**src/rtl/eci_params.svh**
```systemverilog
`ifndef ECI_PARAMS_SVH
`define ECI_PARAMS_SVH
// Notes on behaviour
// - The controller is enabled while the module-on bit 15 is one and disabled while it is zero.
// - With stop-in-idle bit 13 set, transfers pause while the device is idle, otherwise they continue.
// - Writing one to transmit request bit 9 starts sending the described packets, and hardware clears it when all are sent.
// - Writing zero to transmit request lets the packet in progress finish and starts no further packets;
// the code still sends the next packet if the clear comes between back-to-back packets.
// - With receive enable bit 8 set, received packets are stored, and with it clear none are stored.
// - The transmit bus-error flag bit 14 sets on a transmit DMA bus error and clears only on reset or a write of one to the clear alias.
// - The receive bus-error flag bit 13 sets on a receive DMA bus error and clears on reset or a write of one to the clear alias.
// - The empty-watermark flag bit 9 sets while the buffer count is at or below the empty level, clears on a hardware increment, and ignores writes.
// - The full-watermark flag bit 8 sets while the buffer count is at or above the full level, clears on a decrement, and ignores writes.
// - Writing one to buffer-count-decrement bit 0 decrements the receive descriptor buffer count by one.
// - Unimplemented flag register bits, including 31 down to 15, read as zero and ignore writes.
`define ECI_OFF_CTRL 8'h00
`define ECI_OFF_CTRL_CLR 8'h04
`define ECI_OFF_CTRL_SET 8'h08
`define ECI_OFF_CTRL_INV 8'h0c
`define ECI_OFF_IRQ 8'h10
`define ECI_OFF_IRQ_CLR 8'h14
`define ECI_OFF_IRQ_SET 8'h18
`define ECI_OFF_IRQ_INV 8'h1c
`define ECI_OFF_WMARK 8'h20
`define ECI_OFF_STAT 8'h24
`define ECI_CTRL_MASK 32'hffff_a391
`define ECI_IRQ_MASK 32'h0000_6300
`define ECI_BIT_ON 15
`define ECI_BIT_STOP_IN_IDLE 13
`define ECI_BIT_TXREQ 9
`define ECI_BIT_RECEIVE_ENABLE 8
`define ECI_BIT_BUFDEC 0
`define ECI_BIT_TRANSMIT_BUS_ERROR_FLAG 14
`define ECI_BIT_RECEIVE_BUS_ERROR_FLAG 13
`define ECI_BIT_EWM 9
`define ECI_BIT_FWM 8
`define ECI_RESET_WMARK 32'h0000_0000
`define ECI_FIFO_DEPTH 16
`define ECI_FIFO_AW 4
`endif

```
**src/rtl/eci_pkg.sv**
```systemverilog
package eci_pkg;
  typedef enum logic [2:0] {
    ECI_TX_IDLE = 3'b001,
    ECI_TX_SEND = 3'b010,
    ECI_TX_LAST = 3'b100
  } eci_tx_e;
  typedef logic [1:0] eci_resp_t;
endpackage : eci_pkg

```
**src/rtl/eci_fifo.sv**
```systemverilog
`timescale 1ns/10ps
module eci_fifo #(
  parameter int WIDTH = 32,
  parameter int DEPTH = 16,
  parameter int AW = 4
) (
  // Clock and reset
  input wire logic aclk,
  input wire logic aresetn,
  // Fill side
  input wire logic in_valid,
  output logic in_ready,
  input wire logic [WIDTH-1:0] in_data,
  // Drain side
  output logic out_valid,
  input wire logic out_ready,
  output logic [WIDTH-1:0] out_data,
  output logic [AW:0] level
);
  logic [WIDTH-1:0] mem [DEPTH];
  logic [AW:0] wr_q;
  logic [AW:0] rd_q;
  logic do_wr;
  logic do_rd;

  // Full and empty from pointer distance
  assign level = wr_q - rd_q;
  assign in_ready = (level != (AW+1)'(DEPTH));
  assign out_valid = (level != '0);
  assign do_wr = in_valid && in_ready;
  assign do_rd = out_valid && out_ready;
  assign out_data = mem[rd_q[AW-1:0]];

  // Storage
  always_ff @(posedge aclk) begin
    if (do_wr) begin
      mem[wr_q[AW-1:0]] <= in_data;
    end
  end

  // Pointers
  always_ff @(posedge aclk) begin
    if (!aresetn) begin
      wr_q <= '0;
      rd_q <= '0;
    end else begin
      if (do_wr) begin
        wr_q <= wr_q + 1'b1;
      end
      if (do_rd) begin
        rd_q <= rd_q + 1'b1;
      end
    end
  end
endmodule : eci_fifo

```
**src/rtl/eci_ctrl.sv**
```systemverilog
// The implementer's own choices: the AXI4-Lite interface to the registers and the address map.
`timescale 1ns/10ps
`include "eci_params.svh"
module eci_ctrl (
  // Clock and reset
  input wire logic aclk,
  input wire logic aresetn,
  // AXI4-Lite write
  input wire logic [7:0] s_axi_awaddr,
  input wire logic s_axi_awvalid,
  output logic s_axi_awready,
  input wire logic [31:0] s_axi_wdata,
  input wire logic [3:0] s_axi_wstrb,
  input wire logic s_axi_wvalid,
  output logic s_axi_wready,
  output logic [1:0] s_axi_bresp,
  output logic s_axi_bvalid,
  input wire logic s_axi_bready,
  // AXI4-Lite read
  input wire logic [7:0] s_axi_araddr,
  input wire logic s_axi_arvalid,
  output logic s_axi_arready,
  output logic [31:0] s_axi_rdata,
  output logic [1:0] s_axi_rresp,
  output logic s_axi_rvalid,
  input wire logic s_axi_rready,
  // System state
  input wire logic idle_mode,
  // Transmit packet source
  input wire logic tx_desc_valid,
  input wire logic [31:0] tx_desc_data,
  input wire logic tx_desc_last,
  output logic tx_desc_ready,
  output logic tx_out_valid,
  output logic [31:0] tx_out_data,
  input wire logic tx_out_ready,
  // Receive side
  input wire logic rx_pkt_valid,
  output logic rx_pkt_store,
  input wire logic rx_desc_inc,
  // DMA bus errors
  input wire logic tx_bus_error,
  input wire logic rx_bus_error,
  // Controls seen by the datapath
  output logic module_on,
  output logic receive_enable,
  output logic [15:0] pause_timer_value,
  output logic [7:0] descriptor_buffer_count,
  output logic irq
);
  logic [31:0] ctrl_q;
  logic [31:0] irq_q;
  logic [31:0] wmark_q;
  logic [7:0] descriptor_buffer_count_q;
  logic run;
  logic aw_q;
  logic w_q;
  logic [7:0] awaddr_q;
  logic [31:0] wdata_q;
  logic [3:0] wstrb_q;
  logic wr_go;
  logic [31:0] wmask;
  logic [31:0] wval;
  logic [31:0] rdata_d;
  logic bufdec;
  logic buf_inc;
  logic tx_done_pulse;
  logic txf_valid;
  logic txf_ready;
  logic last_q;
  eci_pkg::eci_tx_e tx_q;

  // Module-on and idle pause gate all transfers except the drain of the transmit buffer
  assign run = ctrl_q[`ECI_BIT_ON] && !(ctrl_q[`ECI_BIT_STOP_IN_IDLE] && idle_mode);
  assign module_on = ctrl_q[`ECI_BIT_ON];
  assign receive_enable = ctrl_q[`ECI_BIT_RECEIVE_ENABLE];
  assign pause_timer_value = ctrl_q[31:16];
  assign descriptor_buffer_count = descriptor_buffer_count_q;
  assign rx_pkt_store = rx_pkt_valid && run && ctrl_q[`ECI_BIT_RECEIVE_ENABLE];

  // Write channel capture, address and data in either order
  assign s_axi_awready = !aw_q;
  assign s_axi_wready = !w_q;
  assign wr_go = aw_q && w_q && !s_axi_bvalid;
  always_ff @(posedge aclk) begin
    if (!aresetn) begin
      aw_q <= 1'b0;
      w_q <= 1'b0;
      awaddr_q <= 8'h00;
      wdata_q <= 32'h0000_0000;
      wstrb_q <= 4'h0;
      s_axi_bvalid <= 1'b0;
    end else begin
      if (s_axi_awvalid && !aw_q) begin
        aw_q <= 1'b1;
        awaddr_q <= s_axi_awaddr;
      end
      if (s_axi_wvalid && !w_q) begin
        w_q <= 1'b1;
        wdata_q <= s_axi_wdata;
        wstrb_q <= s_axi_wstrb;
      end
      if (wr_go) begin
        aw_q <= 1'b0;
        w_q <= 1'b0;
        s_axi_bvalid <= 1'b1;
      end else if (s_axi_bvalid && s_axi_bready) begin
        s_axi_bvalid <= 1'b0;
      end
    end
  end
  assign s_axi_bresp = 2'h0;

  // Byte-enable mask and aliasing of the written word
  always_comb begin
    wmask = {{8{wstrb_q[3]}}, {8{wstrb_q[2]}}, {8{wstrb_q[1]}}, {8{wstrb_q[0]}}};
    wval = wdata_q & wmask;
  end
  assign bufdec = wr_go && wval[`ECI_BIT_BUFDEC] && run && (descriptor_buffer_count_q != 8'h00) &&
                  (awaddr_q == `ECI_OFF_CTRL || awaddr_q == `ECI_OFF_CTRL_SET);
  assign buf_inc = rx_desc_inc && run && (descriptor_buffer_count_q != 8'hff);

  // Control register, transmit request cleared by hardware when done
  always_ff @(posedge aclk) begin
    if (!aresetn) begin
      ctrl_q <= 32'h0000_0000;
    end else begin
      logic [31:0] nxt;
      nxt = ctrl_q;
      unique case (wr_go ? awaddr_q : 8'hff)
        `ECI_OFF_CTRL: nxt = (ctrl_q & ~wmask) | wval;
        `ECI_OFF_CTRL_CLR: nxt = ctrl_q & ~wval;
        `ECI_OFF_CTRL_SET: nxt = ctrl_q | wval;
        `ECI_OFF_CTRL_INV: nxt = ctrl_q ^ wval;
        default: nxt = ctrl_q;
      endcase
      if (tx_done_pulse) begin
        nxt[`ECI_BIT_TXREQ] = 1'b0;
      end
      nxt[`ECI_BIT_BUFDEC] = 1'b0; // Self-clearing strobe
      ctrl_q <= nxt & `ECI_CTRL_MASK;
    end
  end

  // Watermark levels
  always_ff @(posedge aclk) begin
    if (!aresetn) begin
      wmark_q <= `ECI_RESET_WMARK;
    end else if (wr_go && awaddr_q == `ECI_OFF_WMARK) begin
      wmark_q <= ((wmark_q & ~wmask) | wval) & 32'h00ff_00ff;
    end
  end

  // Receive descriptor buffer count
  always_ff @(posedge aclk) begin
    if (!aresetn) begin
      descriptor_buffer_count_q <= 8'h00;
    end else if (buf_inc && !bufdec) begin
      descriptor_buffer_count_q <= descriptor_buffer_count_q + 8'h01;
    end else if (bufdec && !buf_inc) begin
      descriptor_buffer_count_q <= descriptor_buffer_count_q - 8'h01;
    end
  end

  // Interrupt flags, hardware set wins over software clear
  always_ff @(posedge aclk) begin
    if (!aresetn) begin
      irq_q <= 32'h0000_0000;
    end else begin
      logic [31:0] nxt;
      nxt = irq_q;
      unique case (wr_go ? awaddr_q : 8'hff)
        `ECI_OFF_IRQ: nxt = (irq_q & ~wmask) | wval;
        `ECI_OFF_IRQ_CLR: nxt = irq_q & ~wval;
        `ECI_OFF_IRQ_SET: nxt = irq_q | wval;
        `ECI_OFF_IRQ_INV: nxt = irq_q ^ wval;
        default: nxt = irq_q;
      endcase
      // Bus-error flags fall only through the clear alias
      if (!(wr_go && awaddr_q == `ECI_OFF_IRQ_CLR)) begin
        nxt[`ECI_BIT_TRANSMIT_BUS_ERROR_FLAG] = nxt[`ECI_BIT_TRANSMIT_BUS_ERROR_FLAG] | irq_q[`ECI_BIT_TRANSMIT_BUS_ERROR_FLAG];
        nxt[`ECI_BIT_RECEIVE_BUS_ERROR_FLAG] = nxt[`ECI_BIT_RECEIVE_BUS_ERROR_FLAG] | irq_q[`ECI_BIT_RECEIVE_BUS_ERROR_FLAG];
      end
      // Watermark flags follow hardware only
      nxt[`ECI_BIT_EWM] = irq_q[`ECI_BIT_EWM];
      nxt[`ECI_BIT_FWM] = irq_q[`ECI_BIT_FWM];
      if (buf_inc) begin
        nxt[`ECI_BIT_EWM] = 1'b0;
      end
      if (bufdec) begin
        nxt[`ECI_BIT_FWM] = 1'b0;
      end
      if (descriptor_buffer_count_q <= wmark_q[7:0] && !buf_inc) begin
        nxt[`ECI_BIT_EWM] = 1'b1;
      end
      if (descriptor_buffer_count_q >= wmark_q[23:16] && !bufdec) begin
        nxt[`ECI_BIT_FWM] = 1'b1;
      end
      if (tx_bus_error) begin
        nxt[`ECI_BIT_TRANSMIT_BUS_ERROR_FLAG] = 1'b1;
      end
      if (rx_bus_error) begin
        nxt[`ECI_BIT_RECEIVE_BUS_ERROR_FLAG] = 1'b1;
      end
      irq_q <= nxt & `ECI_IRQ_MASK;
    end
  end
  assign irq = |irq_q;

  // Transmit sequencer: finishes the current packet after transmit request clears, drops it when module-on clears
  assign txf_valid = tx_desc_valid && run && (tx_q != eci_pkg::ECI_TX_IDLE);
  assign tx_desc_ready = txf_ready && run && (tx_q != eci_pkg::ECI_TX_IDLE);
  assign tx_done_pulse = (tx_q == eci_pkg::ECI_TX_LAST);
  always_ff @(posedge aclk) begin
    if (!aresetn) begin
      tx_q <= eci_pkg::ECI_TX_IDLE;
      last_q <= 1'b0;
    end else begin
      unique case (tx_q)
        eci_pkg::ECI_TX_IDLE: begin
          last_q <= 1'b0;
          if (ctrl_q[`ECI_BIT_TXREQ] && run) begin
            tx_q <= eci_pkg::ECI_TX_SEND;
          end
        end
        eci_pkg::ECI_TX_SEND: begin
          // Keep sending while the source offers further packets and transmit request stays set
          if (txf_valid && txf_ready) begin
            last_q <= tx_desc_last;
            if (tx_desc_last && !ctrl_q[`ECI_BIT_TXREQ]) begin
              tx_q <= eci_pkg::ECI_TX_IDLE;
            end
          end else if (!tx_desc_valid && last_q) begin
            tx_q <= eci_pkg::ECI_TX_LAST;
          end else if (!ctrl_q[`ECI_BIT_ON]) begin
            tx_q <= eci_pkg::ECI_TX_IDLE;
          end
        end
        eci_pkg::ECI_TX_LAST: begin
          last_q <= 1'b0;
          tx_q <= eci_pkg::ECI_TX_IDLE;
        end
      endcase
    end
  end

  // Outgoing packet words are buffered
  eci_fifo #(.WIDTH(32), .DEPTH(`ECI_FIFO_DEPTH), .AW(`ECI_FIFO_AW)) u_tx_fifo (
    .aclk(aclk),
    .aresetn(aresetn),
    .in_valid(txf_valid),
    .in_ready(txf_ready),
    .in_data(tx_desc_data),
    .out_valid(tx_out_valid),
    .out_ready(tx_out_ready),
    .out_data(tx_out_data),
    .level()
  );

  // Read channel
  always_comb begin
    unique case (s_axi_araddr)
      `ECI_OFF_CTRL: rdata_d = ctrl_q;
      `ECI_OFF_IRQ: rdata_d = irq_q;
      `ECI_OFF_WMARK: rdata_d = wmark_q;
      `ECI_OFF_STAT: rdata_d = {8'h00, descriptor_buffer_count_q, 15'h0000, (tx_q != eci_pkg::ECI_TX_IDLE)};
      default: rdata_d = 32'h0000_0000;
    endcase
  end
  assign s_axi_arready = !s_axi_rvalid;
  always_ff @(posedge aclk) begin
    if (!aresetn) begin
      s_axi_rvalid <= 1'b0;
      s_axi_rdata <= 32'h0000_0000;
    end else if (s_axi_arvalid && !s_axi_rvalid) begin
      s_axi_rvalid <= 1'b1;
      s_axi_rdata <= rdata_d;
    end else if (s_axi_rready) begin
      s_axi_rvalid <= 1'b0;
    end
  end
  assign s_axi_rresp = 2'h0;
endmodule : eci_ctrl

```
**config.mk**
```make
export PLATFORM = sky130hd
export DESIGN_NAME = eci_ctrl
export DESIGN_NICKNAME = d
export VERILOG_FILES = /design/src/rtl/eci_pkg.sv /design/src/rtl/eci_fifo.sv /design/src/rtl/eci_ctrl.sv
export VERILOG_INCLUDE_DIRS = /design/src /design/src/rtl
export SDC_FILE = /design/constraint.sdc
export NUM_CORES = 1
export LEC_CHECK = 0
export ABC_AREA = 1
export BUFFER_PORTS_ARGS = -buffer_cell sky130_fd_sc_hd__buf_2
export CORE_MARGIN = 4
export CORE_UTILIZATION = 55
export DETAILED_ROUTE_END_ITERATION = 8
export PLACE_DENSITY = 0.77
export SYNTH_ARGS = -nofsm -noshare
export SYNTH_HDL_FRONTEND = slang
export SYNTH_SLANG_ARGS = --single-unit
export TNS_END_PERCENT = 30
```
**constraint.sdc**
```tcl
create_clock -name aclk -period 3.29 [get_ports aclk]
set_input_delay 0.329 -clock aclk [delete_from_list [all_inputs] [get_ports aclk]]
set_output_delay 0.329 -clock aclk [all_outputs]
set_load 0.02 [all_outputs]
```
# [Word level (Yosys, flattened, before mapping)]
# Memory sizes are Yosys's and may differ from the RTL's. A register that Yosys moved wholly into a read port is not among the register bits.
# Index checks and enable logic that the tools add are counted.
[word_totals] wordCells=156 ramBits=512 inputBits=99 n_memories=1 out_inout_bits=103 register_bits=154
[mem_list] name="u_tx_fifo.mem" words=16 word_bits=32 read_ports=1 rd_clocked_by_memory_dff=1 write_ports=1 line_no="eci_fifo.sv:20" source="logic [WIDTH-1:0] mem [DEPTH];"
[op_classes] order_cmp=2 n_addsub=5 muxes=30 n_eq_ne=23 n_reduce_logical=57 bitwise_logic=18
[op_table] cell="$pmux W32 S4" count=2
[op_table] cell="$and A32 B32 Y32" count=3
[op_table] cell="$not A32 Y32" count=2
[op_table] cell="$or A32 B32 Y32" count=2
[op_table] cell="$pmux W15 S4" count=1
[op_table] cell="$eq A8 B5 Y1 const B" count=6
[op_table] cell="$reduce_or A32 Y1" count=1
[op_table] cell="$xor A32 B32 Y32" count=1
[op_table] cell="$logic_and A1 B1 Y1" count=31
[op_table] cell="$and A15 B15 Y15" count=2
[op_table] cell="$or A15 B15 Y15" count=2
[op_table] cell="$and A24 B24 Y24" count=1
[op_table] cell="$eq A8 B4 Y1 const B" count=3
[op_table] cell="$eq A8 B6 Y1 const B" count=3
[op_table] cell="$logic_not A8 Y1" count=3
[op_table] cell="$mux W8" count=3
[op_table] cell="$or A24 B24 Y24" count=1
[op_table] cell="$mux W15" count=1
[op_table] cell="$mux W3" count=5
[op_table] cell="$xor A15 B15 Y15" count=1
[op_table] cell="$mux W1" count=13
[op_table] cell="$add A5 B1 Y5 const B" count=2
[op_table] cell="$reduce_bool A2 Y1" count=5
[op_table] cell="$logic_not A1 Y1" count=9
[op_table] cell="other kinds (28)" count=32

# [Longest topological paths before layout]
[depth] ltp_word=9 mapped_depth=16 ltp_nobuf=16

# [Hierarchy]
# From an unflattened synthesis, not the netlist that was laid out.
[hier_totals] hier_cells=2907 area_unflattened_um2=29269.3
[by_module_without_submodules] mod="eci_fifo" seq_area_each_um2=15655.0 n_inst=1 area_each_um2=20927.6 cells_per_inst=1634
[by_module_without_submodules] mod="eci_ctrl" seq_area_each_um2=2562.5 n_inst=1 area_each_um2=8341.8 cells_per_inst=1273

# [Worst setup path after synthesis]
# No wires, ideal clock.
[synth_timing] kind="flip-flop to flip-flop" from="register u_tx_fifo.rd_q[1]" to="memory u_tx_fifo.mem[11][0] (enable)" synth_period_minus_slack_ns=3.325 required_ns=2.869 n_path_buf=0 path_slack_ns=-0.035 t_arrival_ns=2.904 stages_incl_launch_ff=14 setup_time_ns=0.421 path_cell_list="dfxtp_1 > inv_1 > ha_1 > nand2_1 > nand2_1 > nand2_1 > nand2_1 > nand2_1 > nand2_1 > nand2_1 > nand2_2 > nor2_1 > inv_1 > nor2_1"
[synth_between] elab_chain_len=5
[synth_lines] item="start, declared" line_no="eci_fifo.sv:22" source="logic [AW:0] rd_q;"
[synth_lines] item="start signal, assigned" line_no="eci_fifo.sv:51" source="rd_q <= rd_q + 1'b1;"
[synth_lines] item="$sub A5 B5 Y5" line_no="eci_fifo.sv:27" source="assign level = wr_q - rd_q;"
[synth_lines] item="$ne A5 B5 Y1" line_no="eci_fifo.sv:28" source="assign in_ready = (level != (AW+1)'(DEPTH));"
[synth_lines] item="$logic_and A1 B1 Y1" line_no="eci_fifo.sv:30" source="assign do_wr = in_valid && in_ready;"
[synth_lines] item="$mux W1" line_no="eci_fifo.sv:36" source="if (do_wr) begin"
[synth_lines] item="$mux W1 (not written as such)" line_no="eci_fifo.sv:37" source="mem[wr_q[AW-1:0]] <= in_data;"
[synth_lines] item="end, declared" line_no="eci_fifo.sv:20"
# No other way between the ends.

# [Worst setup path in the final report]
[layout_timing] from="register u_tx_fifo.rd_q[1]" to="memory u_tx_fifo.mem[5][3] (enable)"
# The elaborated chain is that of the path after synthesis.

==> implementation parameters <==
Parameter                              Value

Clock tree
  Clock-pin transition on the worst setup and hold timing paths ... 0.06 ns
  CTS max path bufs ... 3
  Clock sinks ... 654
  Insertion delay of the later-clocked pin in the worst-skew pair ... 0.62 ns
  Postcts setup bufs ... 0
  Number of levels the H-tree was split into ... 3
  CTS tree ... yes
  Root Buffer ... clkbuf_16
  Inserted Clock Buffers ... 67

Placed design
  Area after detailed placement ... 30100 µm²
  Count of placed standard cells including taps ... 3230
  Routability cong. ... 0.893
  DPL Wire Length ... 40900 µm
  PortBufs ... 191
  Setup Slack @ Placement ... 0.297 ns

Yosys
  Synth Area in Adders ... 3.60%
  Top cell types by occurrence after synthesis ... 512 x edfxtp_1, 272 x o21ai_0, 256 x inv_1
  Share of flip-flops with an asynchronous set or reset after synthesis ... 0%
  Proportion of netlist area held by the largest area contributor ... 54.2%
  Dominant cell by count in the synthesized netlist ... edfxtp_1
  Post-Syn Area ... 28400 µm²
  Post-Synth Simple-Gate Area ... 7.62%
  Synth area leader ... edfxtp_1
  Post-Synth XOR/XNOR Area ... 0.278%
  Number of flops mapped to enable cells by yosys ... 512
  Synth Area in Compound Gates ... 13.5%
  #FFs+latches synth ... 654
  Leading cell types by total area after synthesis ... edfxtp_1 54%, dfxtp_1 10%, o21ai_0 4.8%, mux2i_1 4.5%, a21oi_1 4.3%
  Synthesized instance count ... 2472
  Sequential element share of the synthesized area ... 64.2%
  Most used flip-flop cell after synthesis ... edfxtp_1
  Average size of a mapped cell ... 11.5 µm²
  Count of distinct cell types in the synthesized netlist ... 47
  Mux contribution to synthesized area ... 4.52%
  YS warnings ... 0
  Dominant combinational cell family by area after synthesis ... compound AO/OA/AOI/OAI gates

Hold path
  Class of the worst hold path ... in -> reg

Critical path
  FF-to-FF path depth ... 14
  Cell family with the largest share of critical-path delay ... simple AND/OR/NAND/NOR gates
  Worst path required time ... 3.59 ns
  Critical path class ... reg -> reg
  Launching instance or port of the critical path ... u_tx_fifo.rd_q[1]
  Number of stages on the worst setup path ... 14
  Longest individual stage delay on the worst path ... 0.61 ns
  Reg-to-reg critical path startpoint ... u_tx_fifo.rd_q[1]
  Highest fanout seen on the critical path ... 18
  Register-to-register setup slack ... 0.32 ns
  Combined buffer and inverter count along the critical path ... 3
  Cell type with the highest occurrence count on the critical path ... nand2_1
  List of cells traversed by the critical path ... inv_1 > ha_1 > nand2_1 > nand2_1 > nand2_1 > nand2_1 > nand2_1 > nand2_1 > nand2_1 > nand2_2 > inv_1 > nand2_1 > nor2_4 > buf_12
  Worst path slowest cell ... nor2_4
  Critical path destination ... u_tx_fifo.mem[5][3]
  Critical path startpoint category ... flip-flop
  Kind of end point of the critical path ... flip-flop
  Endpoint of the lowest-slack register-to-register path ... u_tx_fifo.mem[5][3]
  Arrival time of data at the critical path endpoint ... 3.27 ns

Drt
  Final routed wirelength across all metal layers ... 70800 µm
  Count of TritonRoute iterations in the first routing pass ... 6
  DRC marker count from the first detailed-route iteration ... 2046
  Antenna Nets Post-Route ... 0
  Per-cell routed wire length ... 20.8 µm
  Post-route DRC ... 0
  Count of vias placed by the detailed router ... 19800
  Via/cell ratio ... 5.84

Floorplan
  Effective utilization at floorplan ... 56.1%
  Core ar. ... 50600 µm²
  Count of boundary I/O pins ... 202
  Std-Cell Rows ... 82
  DIE WIDTH ... 235 µm
  Die outline height ... 235 µm
  Die ar. ... 55300 µm²

GRT
  Via count of the first global-routing pass ... 19600
  Largest net degree at the start of global routing ... 91
  Global-route wire length before repair ... 110000 µm
  Total grt overflow ... 0
  GRT Overall Usage ... 24.9%
  Number of antenna violations at the first check in global routing ... 7

STA
  Aggregate negative setup slack ... 0 ns
  Max Clk Rate ... 336 MHz
  Final worst clock skew ... 0.0225 ns
  Slack of the critical path ... 0.316 ns
  Worst relative slew slack ... 38.1%
  Hold violation total from the final report ... 0
  Endpoints failing setup ... 0
  Min Clock Period, post-route ... 2.97 ns
  Share of the clock period used by the worst path after layout ... 90.4%
  Slew at the pin closest to its max-slew limit ... 0.928 ns
  Unrepaired setup endpoints after global routing ... false
  Slew Viols, Final ... 0

Pwr
  Leakage power ... 12.0 nW
  Cell area power density ... 561 nW/µm²
  Sum of internal, switching and leakage power ... 0.0184 W
  Worst IR Drop VDD ... 514 µV

Final layout
  Fraction of final layout cells with drive strength greater than 1 ... 13.9%
  Synth-to-Final Area Change ... 15.3%
  Final non-filler cell total ... 3398
  Total non-filler cell area in the finished layout ... 32700 µm²
  Nets ... 2849

Status
  Status ... finished, final reports clean

Run
  Max-cap check violation count ... 0
-- report_power, final --
part           total [W]  internal [W]  leakage, nW  switching [W]
registers        0.00904       0.00896         5.76      0.0000747
logic            0.00179      0.000619         5.20        0.00117
clock network    0.00753       0.00433         1.07        0.00320
total             0.0184        0.0139         12.0        0.00445
-- area by class of cell --
class	instances	area (µm²)
repair buffers	284	1950
multi-input cells	1401	8510
diodes	3	7.51
flip-flops and latches	654	18200
inverters	261	982
well taps	672	841
clock buffers	86	1800
fillers	3617	17900
clock inverters	37	384
-- cells in the final DEF (no fill, tap or decap), types with 14 or more instances in the layout --
| cell | instances |
|---|---|
| buf_2 | 191 |
| dlygate4sd3_1 | 42 |
| o21ai_0 | 272 |
| edfxtp_1 | 512 |
| nand2_1 | 207 |
| nand3_1 | 91 |
| a21oi_1 | 241 |
| mux2i_1 | 128 |
| dfxtp_1 | 138 |
| buf_4 | 36 |
| clkinv_1 | 14 |
| nor2_1 | 115 |
| inv_1 | 253 |
| buf_12 | 15 |
| nor3_1 | 19 |
| nor2_4 | 18 |
| ha_1 | 80 |
| clkbuf_16 | 69 |
| o211ai_1 | 133 |
| clkbuf_1 | 14 |
-- how the worst min path moves through the flow --
stage                               start             endpoint  slack [ns]  depth (start not counted)
after floorplan           tx_desc_data[0]  u_tx_fifo.mem[0][0]        0.43                          0
after global placement    s_axi_rdata[23]      s_axi_rdata[23]        0.45                          2
after detailed placement  s_axi_rdata[21]      s_axi_rdata[21]        0.46                          2
after CTS                  s_axi_wstrb[1]           wstrb_q[1]        0.01                          3
after global routing      s_axi_awaddr[4]          awaddr_q[4]        0.05                          3
final                     s_axi_awaddr[4]          awaddr_q[4]        0.03                          3
-- state kept, by name (all words and copies together) (netlist names), named ones only --
signal and flops:
aw_q 1, awaddr_q 8, ctrl_q 22, descriptor_buffer_count 8, irq_q 4, last_q 1, s_axi_bvalid 1, s_axi_rdata 29
s_axi_rvalid 1, tx_q 3, u_tx_fifo.mem 512, u_tx_fifo.rd_q 5, u_tx_fifo.wr_q 5, w_q 1, wdata_q 29, wstrb_q 4
-- cell families after synthesis --
kind of cell / Yosys count
adder cells (fa/ha/maj): 81
flip-flops: 654
AO/OA/AOI/OAI: 684
AND/OR/NAND/NOR: 492
XOR/XNOR: 9
buffers and inverters: 423
other: 1
multiplexers: 128
-- routing by layer --
metal,GRT usage (%),share of wire [%]
met4,8.47,3.5
met1,32.8,39
met5,0,0.071
met3,5.04,8.3
met2,41.8,49
-- through the flow --
step	hold slack, ns	utilization [%]
6_report	0.0267	64.7
2_1_floorplan	0.428	-
3_3_place_gp	0.453	59.5
3_5_place_dp	0.457	59.5
4_1_cts	0.0149	64.6
5_1_grt	0.0456	64.6
-- timing repair --
item	CTS	global route
hold buffers	42	0
resized for setup	0	0
endpoints found under the hold margin	42	0
-- tightest hold or removal path, cell delays in order --
cell and delay, ns:
buf_2 0.08, o21ai_0 0.07, a21oi_1 0.11
Note: power is estimated with default switching activity, not from simulation.
